`src/common/spa_consts.vh`:
```
// Constants of the servo protection alarm checker.
//
// ============================================================
// Overview of operation
// - Servo-on during attribute-C validation raises 27.7.
// - Homing cancel after home detect in homing types 17-29 raises 27.7.
// - Regenerated pulse rate over limit raises 28.0.
// - Regen limit zero disables the rate check.
// - Position or gear over 32 bits raises 29.1.
// - Initialisation runs at the listed trigger points.
// - Pulse deviation at 1073741823 or beyond raises 29.2.
// - Command deviation beyond 1073741824 raises 29.2.
// - Duplicate function on inputs 1-4 raises 33.0.
// - Duplicate function on inputs 5-8 raises 33.1.
// - Bad function or logic raises 33.2/33.3.
// - Undefined function on output 1 raises 33.4.
// - Undefined function on outputs 2-3 raises 33.5.
// - Latch inputs must sit on inputs 5-7.
// - Home or limit on latch pins raises 33.8.
// - Required latch function unassigned on inputs 5-7 raises 33.8.
// - Only soft reset clears 27.7, 29.x, 33.x.
`ifndef SPA_CONSTS_VH
`define SPA_CONSTS_VH

// ============================================================
// Register offsets
`define SPA_REG_STATUS      8'h00
`define SPA_REG_CMD         8'h04
`define SPA_REG_REGEN_LIMIT 8'h08
`define SPA_REG_OUTPUT_MAP  8'h0C
`define SPA_REG_INPUT_BASE  8'h10
`define SPA_REG_INPUT_LAST  8'h2C

// ============================================================
// Field positions
`define SPA_CMD_CLEAR       0
`define SPA_CMD_SOFT_RESET  1
`define SPA_CMD_PIN_APPLY   2
`define SPA_STAT_ACTIVE     16

// ============================================================
// Alarm codes
`define SPA_MAIN_POS_INIT   8'h1B
`define SPA_SUB_POS_INIT    8'h07
`define SPA_MAIN_REGEN      8'h1C
`define SPA_SUB_REGEN       8'h00
`define SPA_MAIN_OVF        8'h1D
`define SPA_SUB_OVF_POS     8'h01
`define SPA_SUB_OVF_DEV     8'h02
`define SPA_MAIN_PIN        8'h21
`define SPA_SUB_LATCH       8'h08

// ============================================================
// Function numbers and limits
`define SPA_FN_NONE         6'h00
`define SPA_FN_POS_LIMIT    6'h01
`define SPA_FN_NEG_LIMIT    6'h02
`define SPA_FN_HOME         6'h03
`define SPA_FN_LATCH1       6'h04
`define SPA_FN_LATCH2       6'h05
`define SPA_FN_LATCH3       6'h06
`define SPA_IN_FN_MAX       6'h1F
`define SPA_OUT_FN_MAX      6'h13
`define SPA_LOGIC_MAX       2'h1
`define SPA_HOMING_TYPE_LO  8'h11
`define SPA_HOMING_TYPE_HI  8'h1D
`define SPA_DEV_PULSE_LIM   64'h000000003FFFFFFF
`define SPA_DEV_CMD_LIM     64'h0000000040000000

// ============================================================
// Reset values
`define SPA_REGEN_LIMIT_RST 16'h0000
`define SPA_OUTPUT_MAP_RST  24'h000000
`define SPA_INPUT_RST       24'h000000
`define SPA_INPUT5_RST      24'h000404
`define SPA_INPUT6_RST      24'h000505
`define SPA_INPUT7_RST      24'h000606

// ============================================================
// Timing
`define SPA_CLK_PERIOD_NS   40
`define SPA_REGEN_WINDOW_NS 1000000
`define SPA_REGEN_WINDOW_CYC (`SPA_REGEN_WINDOW_NS / `SPA_CLK_PERIOD_NS)

`endif

```
`src/design/spa_pin_check.v`:
```
// Pin function assignment checker for inputs, outputs and latch pins.
`timescale 1ns/10ps
`default_nettype none
`include "spa_consts.vh"

module spa_pin_check
#(
	parameter NIN = 8
)
(
	// Assignment maps
	input  wire [NIN*24-1:0] in_map_in,
	input  wire [23:0]       out_map_in,
	// Error flags: dup lo, dup hi, fn lo, fn hi, out1, out23, latch
	output reg  [6:0]        err_out
);

	integer i;
	integer m;
	reg [7:0] code;
	reg [5:0] fn;

	// ============================================================
	// Helpers
	function in_bad;
		input [7:0] c;
		begin
			in_bad = (c[5:0] > `SPA_IN_FN_MAX) || (c[7:6] > `SPA_LOGIC_MAX);
		end
	endfunction

	function is_latch;
		input [5:0] f;
		begin
			is_latch = (f == `SPA_FN_LATCH1) || (f == `SPA_FN_LATCH2) ||
				(f == `SPA_FN_LATCH3);
		end
	endfunction

	// ============================================================
	// Checks
	always @*
	begin
		err_out = 7'h00;
		code = 8'h00;
		fn = 6'h00;
		for (i = 0; i < NIN; i = i + 1)
		begin
			if (in_map_in[i*24+16 +: 6] != `SPA_FN_NONE)
			begin
				if (i < 4)
					err_out[0] = 1'b1;
				else
					err_out[1] = 1'b1;
			end
			for (m = 0; m < 2; m = m + 1)
			begin
				code = in_map_in[i*24+m*8 +: 8];
				fn = code[5:0];
				if (in_bad(code))
				begin
					if (i < 4)
						err_out[2] = 1'b1;
					else
						err_out[3] = 1'b1;
				end
				if (i == 4 && fn != `SPA_FN_LATCH1)
					err_out[6] = 1'b1;
				if (i == 5 && fn != `SPA_FN_LATCH2)
					err_out[6] = 1'b1;
				if (i == 6 && fn != `SPA_FN_LATCH3)
					err_out[6] = 1'b1;
				if ((i < 4 || i > 6) && is_latch(fn))
					err_out[6] = 1'b1;
				if (i >= 4 && i <= 6 && fn == `SPA_FN_NONE)
					err_out[6] = 1'b1;
				if (fn == `SPA_FN_HOME && (i == 5 || i == 6))
					err_out[6] = 1'b1;
				if (fn == `SPA_FN_POS_LIMIT && (i == 4 || i == 6))
					err_out[6] = 1'b1;
				if (fn == `SPA_FN_NEG_LIMIT && (i == 4 || i == 5))
					err_out[6] = 1'b1;
			end
		end
		if (out_map_in[5:0] > `SPA_OUT_FN_MAX)
			err_out[4] = 1'b1;
		if (out_map_in[13:8] > `SPA_OUT_FN_MAX ||
			out_map_in[21:16] > `SPA_OUT_FN_MAX)
			err_out[5] = 1'b1;
	end

endmodule // spa_pin_check
`default_nettype wire

```
`config.mk`:
```
export PLATFORM = sky130hd
export DESIGN_NAME = spa_pin_check
export DESIGN_NICKNAME = d
export VERILOG_FILES = /design/src/design/spa_pin_check.v
export VERILOG_INCLUDE_DIRS = /design/src /design/src/common
export SDC_FILE = /design/constraint.sdc
export NUM_CORES = 1
export LEC_CHECK = 0
export ABC_AREA = 1
export BUFFER_PORTS_ARGS = -buffer_cell sky130_fd_sc_hd__buf_2
export CAP_MARGIN = 20
export CORE_AREA = 4 4 83 85
export DETAILED_ROUTE_END_ITERATION = 7
export DIE_AREA = 0 0 87 89
export REMOVE_ABC_BUFFERS = 1
export SLEW_MARGIN = 10
export SYNTH_ARGS = -nofsm -noshare
export SYNTH_HDL_FRONTEND = slang
export SYNTH_SLANG_ARGS = --single-unit
```
`constraint.sdc`:
```
create_clock -name vclk -period 0.8
set_input_delay 0.12 -clock vclk [all_inputs]
set_output_delay 0.12 -clock vclk [all_outputs]
set_load 0.005 [all_outputs]
```
* Yosys cells after proc, flatten, opt, wreduce, memory -nomap -nowiden
Cells that the tools add are included.
** Word-level totals
- Output and inout port bits :: 7
- Logic and storage cells :: 194
- Register bits after elaboration :: 0
** Operators by class
- Equality and inequality tests :: 48
- Muxes and demuxes :: 60
- Reductions and logical operators :: 51
- $lt $le $gt $ge :: 35
** Operators by type and width (count)
- $eq A6 B3 Y1 const B :: 30
- $gt A6 B5 Y1 const B :: 19
- $mux W1 :: 60
- $eq A6 B2 Y1 const B :: 8
- $reduce_bool A6 Y1 :: 8
- $logic_or A1 B1 Y1 :: 37
- $logic_not A6 Y1 :: 6
- $ne A6 B3 Y1 const B :: 6
- $gt A2 B1 Y1 const B :: 16
- $eq A6 B1 Y1 const B :: 4

* Logic depth before layout (Yosys ltp)
- Word-level depth :: 37
- Gate-level depth with buffers :: 8
- Gate-level depth less buffers :: 8

* Least setup slack after synthesis
OpenSTA, ideal clock, no wires.
- Path type :: input port to output port
- Start point :: in in_map_in[121]
- End point :: out err_out[6]
- Stages :: 8
- Path buffers :: 0
- Setup slack :: 80 ps
- Arrival time :: 600 ps
- Required time :: 680 ps
- Path through :: inv_2 -> nand2_1 -> nor2_1 -> nand2_1 -> nor2_1 -> nand2_1 -> nor2_2 -> nand2_1
** Between the ends
- Cells in the longest elaborated chain, start to end :: 19
** Ends and longest elaborated chain
- start: declaration :: line spa_pin_check.v:12 : input wire [NIN*24-1:0] in_map_in,
- $ne A6 B3 Y1 (no line)
- $mux W1 :: line spa_pin_check.v:69 : if (i == 5 && fn != `SPA_FN_LATCH2)
- $mux W1 :: line spa_pin_check.v:75 : if (i >= 4 && i <= 6 && fn == `SPA_FN_NONE)
- $mux W1 :: line spa_pin_check.v:77 : if (fn == `SPA_FN_HOME && (i == 5 || i == 6))
- $mux W1 * :: line spa_pin_check.v:81 : if (fn == `SPA_FN_NEG_LIMIT && (i == 4 || i == 5))
- $mux W1 * :: line spa_pin_check.v:69
- $mux W1 * :: line spa_pin_check.v:75
- $mux W1 * :: line spa_pin_check.v:77
- [... 2 more ...]
- $mux W1 * :: line spa_pin_check.v:75
- $mux W1 * :: line spa_pin_check.v:77
- $mux W1 * :: line spa_pin_check.v:79 : if (fn == `SPA_FN_POS_LIMIT && (i == 4 || i == 6))
- $mux W1 * :: line spa_pin_check.v:71 : if (i == 6 && fn != `SPA_FN_LATCH3)
- $mux W1 * :: line spa_pin_check.v:75
- $mux W1 * :: line spa_pin_check.v:77
- $mux W1 * :: line spa_pin_check.v:79
- $mux W1 * (2 in series) :: line spa_pin_check.v:73 : if ((i < 4 || i > 6) && is_latch(fn))
- end: declaration :: line spa_pin_check.v:15 : output reg [6:0] err_out
Mark *: on every way between the ends. The rest lies on a longest branch, timed or not.

* Worst setup path in the final report
Ends and elaborated chain as after synthesis.

==> flow_summary.yaml <==
timing:
  rsz0062_at_grt: "true"
  post-route-min-period_ns: 1.00
  layout_setup_ws_ns: -0.202
  setup-tns-final_ns: -0.772
  drv_slew: 0
  worst_pin_slew_ns: 0.275
  hold_viol: 0
  worst_hold_slack_ns: 0.490
  fin_crit_sh_pct: 125
  fmax_mhz: 998
  max_slew_margin_pct: 81.5
  setup_viol: 5
global_routing:
  grt_pass1_vias: 1682
  antenna_found_initial: 0
  grtUsageTotal_pct: 10.6
  grt_max_degree: 4
  grt_pass1_wl_um: 6760
  grt-ovfl-total: 0
die:
  start_util_pct: 11.6
  fp.coreArea_um2: 6200
  die_w_um: 87
  die_area_um2: 7740
  die_h_um: 89
  row_count: 29
  ioPinCount: 223
yosys:
  avgSynthCellArea_um2: 4.57
  muxShareOfSynthArea_pct: 0
  yosysMostFrequentCell: "nor2_1"
  synth_compound_area_share_pct: 3.14
  synth_top_family_by_area: "simple AND/OR/NAND/NOR gates"
  synth_warnings: 0
  synth_cell_types: 14
  synth_top_area_share_pct: 23.6
  ys_top_cells_by_area: "nor2_1, nor4_1, nand2_1"
  netlist_top_cells_count: "nor2_1, nand2_1, inv_1, nor4_1, nand3_1"
  syn_inst: 157
  synthSimpleGateAreaFrac_pct: 85.9
  synthAdderAreaFrac_pct: 0
  synth_xor_area_share_pct: 0
  synth_area_um2: 717
  ys_seq_area_share_pct: 0
  yosys.area.top_type: "nor2_1"
pwr:
  pwr-share-seq_pct: 0
  power_switching_mw: 0.314
  combPwrFrac_pct: 100.0
  sw_frac_of_total_pct: 39.7
  p_per_area_nw_per_um2: 381
  internal_power_mw: 0.477
  ir_drop_v: 0.000184
  clkPwrFrac_pct: 0
  power.leakage_nw: 1.12
run_status:
  status: "finished, violations left"
  violations: "negative setup slack"
routing:
  first_iter_violations: 26
  dr.pass1.iters: 4
  antenna_left: 0
  drc: 0
  drt-total-wl_um: 4950
  viasPerCell: 3.99
  wire_per_inst_um: 11.9
  num_vias: 1662
worst_hold_path:
  hp-start: "out_map_in[5]"
  min_to: "err_out[4]"
  hold_depth: 4
  hold_class: "input pin to output pin"
worst_setup_path:
  path_class: "input pin to output pin"
  setup.worst_path.end_class: "output pin"
  arrival_ns: 0.88
  startpoint: "in_map_in[121]"
  cp-start-kind: "input pin"
  crit_required_ns: 0.68
  crit_fanout: 2
placement:
  place.gp.congestion: 0.801
  post_dp_cell_area_um2: 1740
  port_buffers: 179
  dp.cells: 417
  post-dp-hpwl_um: 4350
cells_and_area:
  area_growth_pct: 190
  seq_cell_count: 0
  diodes: 0
  drive_above_1_share_pct: 62.9
  nClkBuffers: 0
  fin_cells: 417
  nets: 558
  regArea_um2: 0
  fin_area_um2: 2080
  final_util_pct: 33.5
clock_network:
  postCtsHoldBufs: 0
  post_cts_buffers: 0
run:
  max_cap_viol_count: 0
## how the worst max path moves through the flow
| stage | to | slack (ns) |
|---|---|---|
| 2_1_floorplan | err_out[6] | 0.08 |
| 3_3_place_gp | err_out[3] | -0.32 |
| 3_5_place_dp | err_out[3] | -0.30 |
| 4_1_cts | err_out[6] | -0.23 |
| 5_1_grt | err_out[6] | -0.31 |
| 6_report | err_out[6] | -0.20 |
## per-stage QoR
stage,power [mW],worst slack [ns]
floorplan,0.145,0.0801
global placement,0.615,-0.321
detailed placement,0.627,-0.301
CTS,0.702,-0.231
global route,0.876,-0.314
finish,0.791,-0.202
## final cells by class
| cell class | count | area [um2] |
|---|---|---|
| Fill cell | 688 | 4130 |
| Timing Repair Buffer | 183 | 1070 |
| Multi-Input combinational cell | 136 | 826 |
| Tap cell | 77 | 96.3 |
| Inverter | 21 | 78.8 |
## worst max-delay path, stage by stage
cell     delay, ns
buf_6         0.09
inv_2         0.05
nand2_2       0.06
nor2_4        0.11
nand2_2       0.06
nor2_2        0.09
nand2_1       0.06
nor2_2        0.07
nand2_1       0.05
buf_2         0.12
## repair_timing
action	in CTS	in global routing
setup endpoints to repair	5	5
pin swaps	24	22
gates resized for setup	30	38
## cell families (layout without fill, tap and decap cells)
group / after synthesis / after routing
AND/OR/NAND/NOR: 132 / 132
buffers and inverters: 21 / 204
AO/OA/AOI/OAI: 4 / 4
## placed cells by master (no fill, tap or decap), drive strengths merged
| master | instances |
|---|---|
| nor2 | 49 |
| nand4 | 6 |
| inv | 21 |
| nor3 | 3 |
| nand3 | 15 |
| o211ai | 1 |
| nand3b | 2 |
| and2 | 4 |
| nor4 | 20 |
| buf | 183 |
| o21ai | 3 |
| nand2 | 33 |
## metal layers
layer,track usage [%],vias up,routed length (um)
li1,-,896,-
met1,11.4,686,1620
met2,23.1,80,2840
met3,1.01,0,486
met4,0,0,0
met5,0,-,0
## power by group through the flow
stage | Combinational [mW] | Sequential, mW | Clock [mW]
CTS | 0.702 | 0 | 0
global route | 0.876 | 0 | 0
global placement | 0.615 | 0 | 0
finish | 0.791 | 0 | 0
detailed placement | 0.627 | 0 | 0
floorplan | 0.145 | 0 | 0
(Power assumes the default switching activity.)
